[src/logic/rco_pkg.sv]
`default_nettype none
package rco_pkg;
	// ----------------------------------------
	// map and layout
	// ----------------------------------------
	localparam int        RCO_NUM    = 4;
	localparam int        ADDR_W     = 8;
	localparam logic [3:0] CTRL_OFF  = 4'h0;
	localparam logic [3:0] TRIM_OFF  = 4'h4;
	localparam int        DIV_W      = 15;
	localparam int        TRIM_W     = 9;
	localparam int        SEL_W      = 4;
	localparam int        NSRC       = 12;
	localparam int        DIV_LSB    = 16;
	localparam int        BIT_ON     = 15;
	localparam int        BIT_STOP_IN_IDLE   = 13;
	localparam int        BIT_OE     = 12;
	localparam int        BIT_RUN_IN_SLEEP   = 11;
	localparam int        BIT_PEND   = 9;
	localparam int        BIT_ACT    = 8;
	localparam int        TRIM_LSB   = 23;
	localparam logic [31:0] CTRL_RST = 32'h0000_0000;
	localparam logic [31:0] TRIM_RST = 32'h0000_0000;
	// ----------------------------------------
	// source select codes
	// ----------------------------------------
	localparam logic [3:0] SEL_SYS   = 4'h0;
	localparam logic [3:0] SEL_PB    = 4'h1;
	localparam logic [3:0] SEL_PIN   = 4'hB;
endpackage : rco_pkg
`default_nettype wire

[src/logic/rco_refclk.sv]
`timescale 1ns/1ns
`default_nettype none
// Summary of operation
// - four independent generators, each with control and trim registers
// - output is source over twice the divider; zero bypasses a sampled source, halves the own clock
// - generator runs only while its enable bit is set
// - stop-in-idle bit halts the generator during Idle
// - pin is driven only while output pin enable is set
// - run-in-sleep keeps output in Sleep; ignored for system/peripheral clock
// - switch-pending bit reads one until divider change completes
// - request status bit shows the clock request is active
// - four-bit select picks one of twelve sources; top four reserved
// - system or peripheral source follows that clock's own switching
// - trim adds value over 512 to the half period
module rco_refclk (
	input  wire logic                       REF_CLK_IN,            // 20 MHz system clock
	input  wire logic                       ARST_N_IN,             // async reset
	input  wire logic [rco_pkg::ADDR_W-1:0] ADDR_IN,               // register address
	input  wire logic [31:0]                WDATA_IN,              // write data
	input  wire logic                       WR_IN,                 // write strobe
	input  wire logic                       RD_IN,                 // read strobe
	output logic      [31:0]                RDATA_OUT,             // read data, next cycle
	input  wire logic                       IDLE_IN,               // device in Idle
	input  wire logic                       SLEEP_IN,              // device in Sleep
	input  wire logic                       PB_CLK_IN,             // peripheral clock
	input  wire logic                       PRIMARY_OSCILLATOR_IN, // primary oscillator
	input  wire logic                       FAST_RC_OSCILLATOR_IN, // fast rc
	input  wire logic                       LOW_POWER_RC_IN,       // low-power rc
	input  wire logic                       SECONDARY_OSC_IN,      // secondary oscillator
	input  wire logic                       USB_PLL_IN,            // usb pll
	input  wire logic                       SYS_PLL_IN,            // system pll
	input  wire logic                       ETH_PLL_IN,            // ethernet pll output
	input  wire logic                       WIRELESS_PLL_IN,       // wireless pll output
	input  wire logic                       BT_PLL_A_IN,           // bt pll
	input  wire logic                       REF_CLOCK_IN_PIN_IN,   // reference input pin
	output logic      [3:0]                 REF_CLOCK_OUT_PIN_OUT, // output pins
	output logic      [3:0]                 REF_CLOCK_OUT_PIN_OE_OUT // pin drive enables
);
	import rco_pkg::*;

	typedef struct packed {
		logic [NSRC-2:0]                     s1;
		logic [NSRC-2:0]                     s2;
		logic [NSRC-2:0]                     s3;
		logic                                sys_tgl;
		logic [RCO_NUM-1:0][DIV_W-1:0]       div;
		logic [RCO_NUM-1:0][TRIM_W-1:0]      trim;
		logic [RCO_NUM-1:0][SEL_W-1:0]       sel;
		logic [RCO_NUM-1:0]                  on;
		logic [RCO_NUM-1:0]                  stop_in_idle;
		logic [RCO_NUM-1:0]                  oe;
		logic [RCO_NUM-1:0]                  run_in_sleep;
		logic [RCO_NUM-1:0]                  pend;
		logic [RCO_NUM-1:0]                  active;
		logic [RCO_NUM-1:0]                  pin;
		logic [RCO_NUM-1:0]                  pin_en;
		logic [31:0]                         rdata;
	} rco_state_t;

	rco_state_t r, n;

	// ----------------------------------------
	// helpers
	// ----------------------------------------
	// {hit, is_trim, channel}
	function automatic logic [3:0] rco_decode(input logic [ADDR_W-1:0] a);
		logic hit;
		hit = (a[7:6] == 2'b00) && ((a[3:0] == CTRL_OFF) || (a[3:0] == TRIM_OFF));
		return {hit, a[3:0] == TRIM_OFF, a[5:4]};
	endfunction : rco_decode

	function automatic logic rco_pick(input logic [NSRC-1:0] v, input logic [SEL_W-1:0] s);
		logic res;
		res = 1'b0;
		if (s <= SEL_PIN) begin
			res = v[s];
		end
		return res;
	endfunction : rco_pick

	// ----------------------------------------
	// source sampling
	// ----------------------------------------
	logic [NSRC-2:0]    raw_src;
	logic [NSRC-1:0]    tick_v;
	logic [NSRC-1:0]    lvl_v;
	logic [RCO_NUM-1:0] run;
	logic [RCO_NUM-1:0] src_tick;
	logic [RCO_NUM-1:0] src_lvl;
	logic [RCO_NUM-1:0] gen_clk;
	logic [RCO_NUM-1:0] gen_done;
	logic [3:0]         wdec;
	logic [3:0]         rdec;

	// index plus one equals select code; code 0 is this block's own clock, which tick_v and lvl_v add at bit 0
	assign raw_src = {REF_CLOCK_IN_PIN_IN, BT_PLL_A_IN, WIRELESS_PLL_IN, ETH_PLL_IN,
		SYS_PLL_IN, USB_PLL_IN, SECONDARY_OSC_IN, LOW_POWER_RC_IN,
		FAST_RC_OSCILLATOR_IN, PRIMARY_OSCILLATOR_IN, PB_CLK_IN};
	// sampled sources see rising edges only; sources above 10 MHz alias
	assign tick_v = {r.s2 & ~r.s3, 1'b1};
	// bypass of the own clock can only reach half rate from a flip-flop
	assign lvl_v = {r.s2, r.sys_tgl};
	assign wdec = rco_decode(ADDR_IN);
	assign rdec = rco_decode(ADDR_IN);

	// ----------------------------------------
	// generators
	// ----------------------------------------
	genvar g;
	generate
		for (g = 0; g < RCO_NUM; g++) begin : gen_ch
			assign src_tick[g] = rco_pick(tick_v, r.sel[g]);
			assign src_lvl[g] = rco_pick(lvl_v, r.sel[g]);
			assign run[g] = r.on[g] && !(r.stop_in_idle[g] && IDLE_IN)
				&& !(SLEEP_IN && !(r.run_in_sleep[g] && r.sel[g] > SEL_PB));
			rco_half_div u_div (
				.clk_in      (REF_CLK_IN),
				.rst_n_in    (ARST_N_IN),
				.run_in      (run[g]),
				.src_tick_in (src_tick[g]),
				.src_lvl_in  (src_lvl[g]),
				.load_in     (r.pend[g]),
				.div_in      (r.div[g]),
				.trim_in     (r.trim[g]),
				.clk_out     (gen_clk[g]),
				.done_out    (gen_done[g])
			);
		end
	endgenerate

	// ----------------------------------------
	// registers and next state
	// ----------------------------------------
	always_comb begin
		n = r;
		n.s1 = raw_src;
		n.s2 = r.s1;
		n.s3 = r.s2;
		n.sys_tgl = ~r.sys_tgl;
		n.rdata = 32'h0000_0000;
		for (int i = 0; i < RCO_NUM; i++) begin
			n.active[i] = r.on[i] | (r.active[i] & gen_clk[i]);
			n.pin[i] = r.oe[i] & gen_clk[i];
			n.pin_en[i] = r.oe[i] & r.on[i];
			if (gen_done[i]) begin
				n.pend[i] = 1'b0;
			end
		end
		if (WR_IN && wdec[3]) begin
			if (wdec[2]) begin
				n.trim[wdec[1:0]] = WDATA_IN[TRIM_LSB +: TRIM_W];
				n.pend[wdec[1:0]] = 1'b1;
			end else begin
				n.div[wdec[1:0]] = WDATA_IN[DIV_LSB +: DIV_W];
				n.on[wdec[1:0]] = WDATA_IN[BIT_ON];
				n.stop_in_idle[wdec[1:0]] = WDATA_IN[BIT_STOP_IN_IDLE];
				n.oe[wdec[1:0]] = WDATA_IN[BIT_OE];
				n.run_in_sleep[wdec[1:0]] = WDATA_IN[BIT_RUN_IN_SLEEP];
				n.sel[wdec[1:0]] = WDATA_IN[SEL_W-1:0];
				// set beats a same-cycle completion
				if (WDATA_IN[BIT_PEND] || WDATA_IN[DIV_LSB +: DIV_W] != r.div[wdec[1:0]]) begin
					n.pend[wdec[1:0]] = 1'b1;
				end
			end
		end
		if (RD_IN && rdec[3]) begin
			if (rdec[2]) begin
				n.rdata = {r.trim[rdec[1:0]], 23'h000000};
			end else begin
				n.rdata = {1'b0, r.div[rdec[1:0]], r.on[rdec[1:0]], 1'b0, r.stop_in_idle[rdec[1:0]],
					r.oe[rdec[1:0]], r.run_in_sleep[rdec[1:0]], 1'b0, r.pend[rdec[1:0]],
					r.active[rdec[1:0]], 4'h0, r.sel[rdec[1:0]]};
			end
		end
	end

	always_ff @(posedge REF_CLK_IN or negedge ARST_N_IN) begin
		if (!ARST_N_IN) begin
			r <= '0;
		end else begin
			r <= n;
		end
	end

	assign RDATA_OUT = r.rdata;
	assign REF_CLOCK_OUT_PIN_OUT = r.pin;
	assign REF_CLOCK_OUT_PIN_OE_OUT = r.pin_en;

	// ----------------------------------------
	// checks
	// ----------------------------------------
	a_off_is_silent: assert property (@(posedge REF_CLK_IN) disable iff (!ARST_N_IN)
		(!r.on[0]) [*3] |-> !r.pin[0] && !r.pin_en[0])
		else $error("disabled generator still drives pin");

	a_pin_gated_oe: assert property (@(posedge REF_CLK_IN) disable iff (!ARST_N_IN)
		!r.oe[1] ##1 !r.oe[1] |-> !REF_CLOCK_OUT_PIN_OUT[1] && !REF_CLOCK_OUT_PIN_OE_OUT[1])
		else $error("pin active without output enable");

	a_idle_stops: assert property (@(posedge REF_CLK_IN) disable iff (!ARST_N_IN)
		(r.stop_in_idle[0] && IDLE_IN) [*3] |-> !r.pin[0])
		else $error("generator runs in idle with stop-in-idle");

	a_sleep_sysclk: assert property (@(posedge REF_CLK_IN) disable iff (!ARST_N_IN)
		(SLEEP_IN && r.sel[0] <= SEL_PB) [*3] |-> !r.pin[0])
		else $error("system source clock runs in sleep");

	a_pend_clears: assert property (@(posedge REF_CLK_IN) disable iff (!ARST_N_IN)
		$fell(r.pend[0]) |-> $past(gen_done[0]))
		else $error("switch pending cleared without completion");

	a_active_follows: assert property (@(posedge REF_CLK_IN) disable iff (!ARST_N_IN)
		$rose(r.on[2]) |=> r.active[2] ##1 (RD_IN || r.active[2]))
		else $error("request status not set after enable");

	a_half_period: assert property (@(posedge REF_CLK_IN) disable iff (!ARST_N_IN)
		(run[0] && r.sel[0] == SEL_SYS && r.div[0] == 15'd2 && r.trim[0] == 9'd0 && !r.pend[0]) [*6]
		|-> (gen_clk[0] != $past(gen_clk[0], 2)) && (gen_clk[0] == $past(gen_clk[0], 4)))
		else $error("divider half period wrong");

	a_unmapped_zero: assert property (@(posedge REF_CLK_IN) disable iff (!ARST_N_IN)
		RD_IN && !rdec[3] |=> RDATA_OUT == 32'h0000_0000)
		else $error("unmapped read not zero");

	a_load_at_edge: assert property (@(posedge REF_CLK_IN) disable iff (!ARST_N_IN)
		gen_done[0] && $past(run[0]) && $past(gen_ch[0].u_div.r.div) != 15'd0
		|-> gen_clk[0] != $past(gen_clk[0]))
		else $error("divider switched off a half-period boundary");
endmodule : rco_refclk
`default_nettype wire

[src/logic/rco_half_div.sv]
`timescale 1ns/1ns
`default_nettype none
module rco_half_div (
	input  wire logic                        clk_in,      // block clock
	input  wire logic                        rst_n_in,    // async reset
	input  wire logic                        run_in,      // generator allowed to run
	input  wire logic                        src_tick_in, // one source period elapsed
	input  wire logic                        src_lvl_in,  // source level for bypass
	input  wire logic                        load_in,     // new divider values waiting
	input  wire logic [rco_pkg::DIV_W-1:0]   div_in,      // requested half period
	input  wire logic [rco_pkg::TRIM_W-1:0]  trim_in,     // requested fraction
	output logic                             clk_out,     // generated clock
	output logic                             done_out     // switch completed pulse
);
	import rco_pkg::*;

	typedef struct packed {
		logic [DIV_W-1:0]  cnt;
		logic [DIV_W-1:0]  div;
		logic [TRIM_W-1:0] trim;
		logic [TRIM_W-1:0] acc;
		logic              extra;
		logic              lvl;
		logic              done;
	} rco_div_t;

	rco_div_t r, n;
	logic [TRIM_W:0] sum;

	always_comb begin
		n = r;
		n.done = 1'b0;
		sum = {1'b0, r.acc} + {1'b0, r.trim};
		if (!run_in) begin
			n.lvl = 1'b0;
			n.cnt = '0;
			n.extra = 1'b0;
			if (load_in) begin
				n.div = div_in;
				n.trim = trim_in;
				n.done = 1'b1;
			end
		end else if (r.div == '0) begin
			n.lvl = src_lvl_in;
			if (src_tick_in && load_in) begin
				n.div = div_in;
				n.trim = trim_in;
				n.done = 1'b1;
			end
		end else if (src_tick_in) begin
			if ({1'b0, r.cnt} + 16'd1 >= {1'b0, r.div} + {15'd0, r.extra}) begin
				// half-period boundary: while dividing, only here may values change
				n.cnt = '0;
				n.lvl = ~r.lvl;
				n.acc = sum[TRIM_W-1:0];
				n.extra = sum[TRIM_W];
				if (load_in) begin
					n.div = div_in;
					n.trim = trim_in;
					n.done = 1'b1;
				end
			end else begin
				n.cnt = r.cnt + 15'd1;
			end
		end
	end

	always_ff @(posedge clk_in or negedge rst_n_in) begin
		if (!rst_n_in) begin
			r <= '0;
		end else begin
			r <= n;
		end
	end

	assign clk_out = r.lvl;
	assign done_out = r.done;
endmodule : rco_half_div
`default_nettype wire

[config.mk]
export PLATFORM = sky130hd
export DESIGN_NAME = rco_refclk
export DESIGN_NICKNAME = d
export VERILOG_FILES = /design/src/logic/rco_pkg.sv /design/src/logic/rco_refclk.sv /design/src/logic/rco_half_div.sv
export SDC_FILE = /design/constraint.sdc
export NUM_CORES = 1
export LEC_CHECK = 0
export BUFFER_PORTS_ARGS = -buffer_cell sky130_fd_sc_hd__buf_2
export CORE_ASPECT_RATIO = 0.7
export CORE_MARGIN = 5
export CORE_UTILIZATION = 40
export DETAILED_ROUTE_END_ITERATION = 8
export GPL_ROUTABILITY_DRIVEN = 0
export PLACE_DENSITY_LB_ADDON = 0.25
export SLEW_MARGIN = 10
export SYNTH_ARGS = -nofsm -noshare
export SYNTH_HDL_FRONTEND = slang
export SYNTH_SLANG_ARGS = --single-unit
[constraint.sdc]
create_clock -name REF_CLK_IN -period 4.6 [get_ports REF_CLK_IN]
set_input_delay 0.69 -clock REF_CLK_IN [delete_from_list [all_inputs] [get_ports REF_CLK_IN]]
set_output_delay 0.69 -clock REF_CLK_IN [all_outputs]
set_load 0.01 [all_outputs]
==> results.json, run 1 <==
{
  "status": "finished, final reports clean",
  "crit_path_start": "gen_ch[3].u_div.r[36]",
  "first_iter_violations": 1039,
  "setup_slack_ps": 328,
  "clk_pin_slew_ps": 70,
  "diodes": 0,
  "synth_top_family_by_area": "multiplexers",
  "regToRegSetupSlack_ps": 330,
  "via_per_inst": 5.61,
  "r2r_start": "gen_ch[3].u_div.r[36]",
  "io_pins": 97,
  "post-route-period-util_pct": 92.9,
  "start_kind": "flip-flop",
  "avgRoutedWirePerCell_um": 20.2,
  "rsz0062_at_grt": "no",
  "grt_max_degree": 108,
  "synth-xor-area-share_pct": 5.20,
  "power.leakage_nw": 11.9,
  "period_minus_slack_ps": 4270,
  "place_inst": 2663,
  "htree_num_levels": 2,
  "clockBufferDepth": 3,
  "cp.required_ps": 5040,
  "final_hold_viol_count": 0,
  "setup_violations": 0,
  "nets": 2141,
  "worst_pin_slew_ps": 1140,
  "drtPass1Iterations": 5,
  "holdWs_ps": 160,
  "maxSlewHeadroom_pct": 23.1,
  "place_ws_ps": 354,
  "row_count": 72,
  "cts_setup_buffers": 0,
  "synth_compound_area_share_pct": 8.62,
  "drtAntennaViolNets": 0,
  "syn-instance-count": 1914,
  "start_util_pct": 40.5,
  "core_area_mm2": 0.0553,
  "die_area_mm2": 0.0609,
  "fmax_mhz": 234,
  "vdd_drop_max_uv": 241,
  "num_vias": 15382,
  "synthSimpleGateAreaFrac_pct": 11.2,
  "n_fill_cell": 5048,
  "hold_path_class": "input port to asynchronous set/reset pin",
  "cts_sinks": 408,
  "dpl_cell_area_mm2": 0.0235,
  "cts_buffers": 43,
  "die_y_um": 208,
  "holdBufCountCts": 0,
  "synth_edf_count": 0,
  "async_flop_share_pct": 100,
  "grt_util_all_layers_pct": 17.8,
  "portBuffers": 83,
  "multi_input_area_mm2": 0.0114,
  "fin_area_mm2": 0.0251,
  "reg2regPathDepth": 13,
  "cts_tree": "built",
  "die_w_um": 293,
  "synth_adder_area_share_pct": 6.62,
  "drive_above_1_share_pct": 25.2,
  "tns_ps": 0,
  "antenna_found_initial": 1,
  "slew_violations": 0,
  "critPathCapture": "gen_ch[3].u_div.r[7]",
  "yosysSeqAreaShare_pct": 45.6,
  "grt_overflow_total": 0,
  "path_max_fanout": 9,
  "cts_resized": 0,
  "synth_mux_area_share_pct": 19.2,
  "fin_cells": 2740,
  "ys_types": 74,
  "insertion_delay_ps": 560,
  "yosysWarningCount": 0,
  "regToRegEndpoint": "gen_ch[3].u_div.r[7]",
  "grt_pass1_vias": 15496,
  "synth_ff_type": "dfrtp_1",
  "synth-seq-cells": 408,
  "area.growth.synth_to_final_pct": 12.0,
  "dpl.hpwl_mm": 40.6,
  "mappedNetlistArea_mm2": 0.0224,
  "cts-root-buf": "clkbuf_16",
  "grt_pass1_wl_mm": 87.7,
  "final-seq-area_mm2": 0.0102,
  "synth.avg_cell_area_um2": 11.7,
  "worstSetupPathType": "flip-flop to flip-flop",
  "powerDensity_mw_per_mm2": 422,
  "wirelength_mm": 55.3,
  "crit_path_end_kind": "flip-flop",
  "drcViolationCount": 0,
  "finClkSkew_ps": 18.0,
  "arrival_ps": 4710,
  "max-cap-violations": 0
}
## sequential cells by signal, summed over array words and instances (netlist names)
signal / cells
n: 11
gen_ch.u_div.r: 196
RDATA_OUT: 26
REF_CLOCK_OUT_PIN_OUT: 4
gen_ch.u_div.clk_out: 4
r: 147
gen_ch.u_div.done_out: 4
REF_CLOCK_OUT_PIN_OE_OUT: 4
lvl_v: 12
## worst max-delay path, cell delays in order (launching register included)
cell	delay, ps
dfrtp_1	420
ha_1	250
nand3_1	190
nor4_1	540
nand3_1	160
xnor2_1	170
ha_1	310
nand4_1	100
a211oi_1	230
a2111oi_0	100
buf_4	150
o21a_1	200
nor4_4	960
mux2_4	360
## worst min path at each step
| stage | end | slack [ps] | cells past startpoint |
|---|---|---|---|
| after CTS | r[182] | 200 | 1 |
| after global routing | n[197] | 210 | 1 |
| after global placement | lvl_v[8] | 340 | 0 |
| after floorplan | lvl_v[10] | 330 | 0 |
| final | r[182] | 160 | 1 |
| after detailed placement | lvl_v[3] | 330 | 0 |
## report_power, final
| group | total [W] | switching (W) | internal [W] |
|---|---|---|---|
| Clock | 0.00396 | 0.00150 | 0.00246 |
| Sequential | 0.00416 | 0.000333 | 0.00383 |
| Combinational | 0.00245 | 0.00149 | 0.000954 |
| Total | 0.0106 | 0.00332 | 0.00724 |
## cells in the final DEF, fill, tap and decap left out, drive strengths merged, types with 57 or more instances in the layout
master / count
nor2: 88
nand3: 73
xnor2: 63
nand2: 85
buf: 116
a21oi: 60
ha: 112
mux2: 266
xor2: 70
clkbuf: 57
o21ai: 57
dfrtp: 408
## Yosys cell counts (all sizes together), types with 12 or more instances
| library cell | count | area [um2] |
|---|---|---|
| xor2 | 70 | 613 |
| buf | 69 | 444 |
| nor2 | 88 | 330 |
| nor4 | 20 | 140 |
| a31oi | 15 | 93.8 |
| a22o | 17 | 149 |
| nand4 | 29 | 181 |
| nand2 | 85 | 319 |
| a21o | 25 | 188 |
| dfrtp | 408 | 10200 |
| ha | 112 | 1400 |
| nand3 | 73 | 365 |
| xnor2 | 63 | 552 |
| clkbuf | 43 | 163 |
| a211oi | 20 | 150 |
| and2 | 12 | 75.1 |
| nor2b | 24 | 150 |
| mux4 | 38 | 882 |
| mux2 | 266 | 3020 |
| and3 | 30 | 193 |
| a21oi | 60 | 300 |
| nor3 | 25 | 130 |
| a32o | 17 | 170 |
| mux2i | 40 | 400 |
| o21ai | 57 | 285 |
| nand2b | 34 | 213 |
| inv | 47 | 176 |
## cell type report
class,instances,share of cell area (%)
flip-flops and latches,408,40.7
clock inverters,20,1.46
repair buffers,116,2.89
multi-input cells,1352,45.6
inverters,47,0.704
clock buffers,57,4.95
well taps,740,3.69
## cells by family after synthesis
kind of cell	after synthesis
DFF	408
adders and majority gates	116
and+or+nand+nor	474
other	1
muxes	344
xor gates and xnor gates	133
buffers and inverters	159
AOI/OAI and AO/OA	279
## per-layer routing
layer	share of wire [%]	vias to the layer above	wire length, um	GRT usage (%)
met5	0.024	-	13	0
li1	-	7120	-	-
met4	1.5	2	854	3.21
met1	49	7777	27100	27.1
met3	7.4	62	4090	4.45
met2	42	421	23200	26.0
## metrics by stage
step | util [%] | total power, W
2_1_floorplan | - | 0.00574
3_3_place_gp | 42.4 | 0.00658
3_5_place_dp | 42.4 | 0.00665
4_1_cts | 45.3 | 0.0107
5_1_grt | 45.3 | 0.0111
6_report | 45.3 | 0.0106
No activity file was read; power rests on OpenSTA's default activity.
==> run 2: changes to the inputs <==
==> constraint.sdc (replaced) <==
create_clock -name REF_CLK_IN -period 4.6 [get_ports REF_CLK_IN]
set_input_delay 0.23 -clock REF_CLK_IN [delete_from_list [all_inputs] [get_ports REF_CLK_IN]]
set_output_delay 0.23 -clock REF_CLK_IN [all_outputs]
set_load 0.01 [all_outputs]
==> run 2 against run 1 <==
  * Sequential power barely moved
  * Setup slack got worse by 40 ps
  * Fmax fell by 0.92%
  * Count of clock-buffer cells in the layout rose by 1
  * Worst hold slack got worse by 150 ps
  * Design area rose by 0.88%
  * Sequential cell count did not move
  * Utilization rose by 0.40 points
  * Combinational power rose by 7%
  * Routed wire length rose by 1.1%
==> results.json, run 2 (synthesis results as in run 1) <==
{
  "grt_util_all_layers_pct": 18.1,
  "worstSetupPathType": "flip-flop to flip-flop",
  "holdWs_ps": 9.57,
  "cts-root-buf": "clkbuf_16",
  "portBuffers": 83,
  "antenna_found_initial": 3,
  "cts_tree": "built",
  "reg2regPathDepth": 14,
  "insertion_delay_ps": 560,
  "critPathMaxStageDelay_ps": 580,
  "die_area_mm2": 0.0609,
  "regMostFlops": "gen_ch.u_div.r",
  "first_iter_violations": 1086,
  "start_kind": "flip-flop",
  "cp_cell_sequence": "and3_1 > nand3_1 > nor4_1 > and3_1 > xor2_1 > ha_1 > a211oi_1 > nor2_1 > a2111oi_1 > o21a_1 > buf_4 > nor4_4 > buf_12 > mux2_4",
  "worstHoldPathCells": 2,
  "regToRegSetupSlack_ps": 290,
  "nets": 2169,
  "met1_usage_pct": 27.6,
  "grt_pass1_wl_mm": 89.2,
  "gr-usage-met2_pct": 26.1,
  "wirelength_mm": 55.9,
  "die_y_um": 208,
  "cts_buffers": 42,
  "layout_commonest_cell": "dfrtp_1",
  "core_area_mm2": 0.0553,
  "avgRoutedWirePerCell_um": 20.2,
  "num_vias": 15593,
  "powerDensity_mw_per_mm2": 413,
  "grt_pass1_vias": 15726,
  "drtPass1Iterations": 5,
  "grt_overflow_total": 0,
  "htree_num_levels": 2,
  "row_count": 72,
  "cp.depth": 14,
  "use_met3_pct": 4.95,
  "crit_path_frequent_cell": "and3_1",
  "crit_slowest_cell": "a2111oi_1",
  "drcViolationCount": 0,
  "multi_input_area_mm2": 0.0114,
  "period_minus_slack_ps": 4310,
  "max-cap-violations": 0,
  "dpl.hpwl_mm": 40.4,
  "post-route-period-util_pct": 93.7,
  "slew_violations": 0,
  "rsz0062_at_grt": "no",
  "maxSlewHeadroom_pct": 22.2,
  "crit_path_end_kind": "flip-flop",
  "clockBufferDepth": 3,
  "grt_max_degree": 104,
  "status": "finished, final reports clean",
  "worst_pin_slew_ps": 1170,
  "start_util_pct": 40.5,
  "crit_family": "simple AND/OR/NAND/NOR gates",
  "final_hold_viol_count": 0,
  "clk_pin_slew_ps": 70,
  "arrival_ps": 4740,
  "busiest_layer": "met1",
  "drtAntennaViolNets": 0,
  "power.leakage_nw": 11.9,
  "final-seq-area_mm2": 0.0102,
  "drive_above_1_share_pct": 25.1,
  "area.growth.synth_to_final_pct": 13.0,
  "power.total_w": 0.0104,
  "hold_path_class": "input port to flip-flop",
  "path_max_fanout": 9,
  "fmax_mhz": 232,
  "cp.required_ps": 5030,
  "io_pins": 97,
  "cts_sinks": 408,
  "setup_violations": 0,
  "vdd_drop_max_uv": 322,
  "layout_common_cells": "dfrtp_1 (408), mux2_2 (258), ha_1 (112), nor2_1 (85), nand2_1 (85)",
  "crit_buf_inv": 2,
  "via_per_inst": 5.63,
  "n_fill_cell": 5086,
  "finClkSkew_ps": 31.2,
  "die_w_um": 293,
  "largest_reg_flops": 196
}
[run 2: area by class of cell]
class / count / share of cell area, %
tap: 740 / 3.66
clock inverter: 19 / 0.896
multi-input combinational: 1353 / 45.3
inverter: 47 / 0.698
sequential: 408 / 40.4
clock buffer: 58 / 5.00
antenna: 3 / 0.0297
timing repair buffer: 144 / 4.05
[run 2: final timing paths]
kind,start,end
max in group asynchronous,ARST_N_IN,gen_ch[2].u_div.r[12]
min reg2reg,n[192],lvl_v[5]
min,WDATA_IN[22],r[122]
max,gen_ch[3].u_div.r[36],gen_ch[3].u_div.r[5]
max reg2reg,gen_ch[3].u_div.r[36],gen_ch[3].u_div.r[5]
min in group asynchronous,ARST_N_IN,lvl_v[5]
[run 2: what timing repair did]
item,in CTS,in global routing
endpoints found under the setup margin,6,32
pin swaps,1,2
buffers inserted,0,2
hold endpoints to repair,139,0
gates resized for setup,0,2
hold buffers,25,0
gates cloned,1,0
[run 2: worst register-to-register path: cells and delay by family (launching register included)]
family | cells | cell delay, ps
AND/OR/NAND/NOR | 6 | 1350
AO/OA/AOI/OAI | 3 | 1260
flip-flops | 1 | 430
buffers and inverters | 2 | 380
multiplexers | 1 | 300
adder cells (fa/ha/maj) | 1 | 280
XOR/XNOR | 1 | 190
[run 2: power by group]
part	switching [W]	total [W]	internal [W]
Combinational	0.00160	0.00262	0.00101
Clock	0.00151	0.00367	0.00216
Sequential	0.000319	0.00414	0.00383
[run 2: per-stage QoR]
stage / setup TNS [ps] / util [%] / cell area [um2] / worst slack, ps / std cells
after detailed placement: -17.3 / 42.4 / 23500 / -12.4 / 2664
after floorplan: 0 / - / 22400 / 732 / 1919
after CTS: 0 / 45.6 / 25200 / 122 / 2767
final: 0 / 45.7 / 25300 / 288 / 2772
after global routing: 0 / 45.7 / 25300 / 82.3 / 2771
after global placement: 0 / 42.4 / 23500 / 197 / 2664
[run 2: routing by layer]
| metal | vias up | wire length [um] |
|---|---|---|
| met5 | - | 13 |
| met4 | 2 | 757 |
| met3 | 64 | 4430 |
| met2 | 503 | 23500 |
| met1 | 7864 | 27200 |
| li1 | 7160 | - |
==> run 3: changes to the inputs <==
- SETUP_SLACK_MARGIN: default -> 0.02
- SKIP_LAST_GASP: default -> 1
- clock period: 4.6 -> 4.7 ns (I/O delays scaled with it)
==> run 3 against run 2 <==
  * Via count shrank 1.2%
  * Combinational power shrank 7%
  * Register-to-register slack gained 210 ps
  * Clock power shrank 5%
  * Die area is the same
==> results.json, run 3 (synthesis results as in run 1) <==
{
  "cts-root-buf": "clkbuf_16",
  "regMostFlops": "gen_ch.u_div.r",
  "post-route-period-util_pct": 89.4,
  "grt_pass1_vias": 15501,
  "power.leakage_nw": 11.9,
  "path_max_fanout": 25,
  "via_per_inst": 5.57,
  "n_fill_cell": 5083,
  "layout_common_cells": "dfrtp_1 (408), mux2_2 (258), ha_1 (112), nor2_1 (85), nand2_1 (85)",
  "largest_reg_flops": 196,
  "setup_slack_ps": 500,
  "crit_path_end_kind": "flip-flop",
  "slew_violations": 0,
  "area.growth.synth_to_final_pct": 12.5,
  "final-seq-area_mm2": 0.0102,
  "grt_util_all_layers_pct": 17.9,
  "first_iter_violations": 1096,
  "max-cap-violations": 0,
  "die_area_mm2": 0.0609,
  "setup_violations": 0,
  "avgRoutedWirePerCell_um": 20.0,
  "antenna_found_initial": 2,
  "htree_num_levels": 2,
  "grt_overflow_total": 0,
  "place_ws_ps": 368,
  "cts_sinks": 408,
  "arrival_ps": 4630,
  "portBuffers": 83,
  "maxSlewHeadroom_pct": 23.4,
  "grt_pass1_wl_mm": 88.1,
  "io_pins": 97,
  "place_inst": 2660,
  "critPathMaxStageDelay_ps": 440,
  "finClkSkew_ps": 20.0,
  "cp_cell_sequence": "and3_1 > and4_1 > and4_1 > and3_1 > xor2_1 > ha_1 > a211oi_1 > nor2_1 > a2111o_1 > a21o_1 > o221ai_2 > buf_4 > mux2_2",
  "drcViolationCount": 0,
  "fmax_mhz": 238,
  "cts_tree": "built",
  "cts_buffers": 42,
  "multi_input_area_mm2": 0.0114,
  "fin_cells": 2767,
  "worstSetupPathType": "flip-flop to flip-flop",
  "clockBufferDepth": 3,
  "worst_pin_slew_ps": 1150,
  "core_area_mm2": 0.0553,
  "regToRegSetupSlack_ps": 500,
  "dpl.hpwl_mm": 40.0,
  "tns_ps": 0,
  "rsz0062_at_grt": "no",
  "start_util_pct": 40.5,
  "drtAntennaViolNets": 0,
  "drtPass1Iterations": 5,
  "period_minus_slack_ps": 4200,
  "start_kind": "flip-flop",
  "drive_above_1_share_pct": 24.9,
  "nets": 2168,
  "clk_pin_slew_ps": 60,
  "row_count": 72,
  "insertion_delay_ps": 560,
  "layout_commonest_cell": "dfrtp_1",
  "die_y_um": 208,
  "die_w_um": 293,
  "powerDensity_mw_per_mm2": 397,
  "status": "finished, final reports clean",
  "hold_path_class": "input port to flip-flop",
  "cp.required_ps": 5130,
  "grt_max_degree": 125,
  "crit_slowest_cell": "dfrtp_1",
  "crit_buf_inv": 1,
  "num_vias": 15399,
  "final_hold_viol_count": 0,
  "cts_resized": 0,
  "crit_family": "compound AO/OA/AOI/OAI gates",
  "wirelength_mm": 55.4,
  "vdd_drop_max_uv": 277
}
==> run 3: layout make-up <==
class,count,share of cell area (%)
tap,740,3.68
inverter,47,0.701
sequential,408,40.6
clock inverter,21,1.02
timing repair buffer,144,4.04
antenna,1,0.00994
clock buffer,54,4.64
multi-input combinational,1352,45.4
==> run 3: routing by layer <==
metal | wire length (um) | global-route usage [%] | share of wire (%)
met5 | 0 | 0 | 0
met4 | 830 | 3.20 | 1.5
met3 | 3700 | 4.20 | 6.7
met2 | 23600 | 26.1 | 43
met1 | 27300 | 27.4 | 49
==> run 3: final timing paths <==
path | to | depth (start not counted) | start
setup / recovery | gen_ch[2].u_div.r[14] | 13 | gen_ch[2].u_div.r[38]
hold / removal | r[117] | 2 | WDATA_IN[17]
hold reg to reg | lvl_v[11] | 0 | n[198]
max in group asynchronous | gen_ch[1].u_div.r[44] | 3 | ARST_N_IN
min in group asynchronous | n[193] | 2 | ARST_N_IN
setup reg to reg | gen_ch[2].u_div.r[14] | 13 | gen_ch[2].u_div.r[38]
==> run 3: through the flow <==
| step | area [um2] | utilization (%) | total power, W | hold WS (ps) |
|---|---|---|---|---|
| floorplan | 22400 | - | 0.00562 | -60.6 |
| CTS | 25100 | 45.4 | 0.0101 | 0.226 |
| detailed placement | 23400 | 42.3 | 0.00650 | 280 |
| finish | 25200 | 45.5 | 0.00998 | 27.6 |
| global placement | 23400 | 42.3 | 0.00642 | 268 |
| global route | 25200 | 45.5 | 0.0105 | 15.3 |
==> run 3: timing repair <==
| action | in CTS | in global routing |
|---|---|---|
| setup buffers | 0 | 5 |
| hold endpoints to repair | 132 | 2 |
| endpoints found under the setup margin | 0 | 7 |
| hold buffers | 24 | 1 |
==> run 3: report_power, final <==
group	internal, W	switching, W	leakage, nW
combinational	0.000955	0.00148	5.67
sequential	0.00375	0.000323	5.52
clock	0.00204	0.00144	0.689
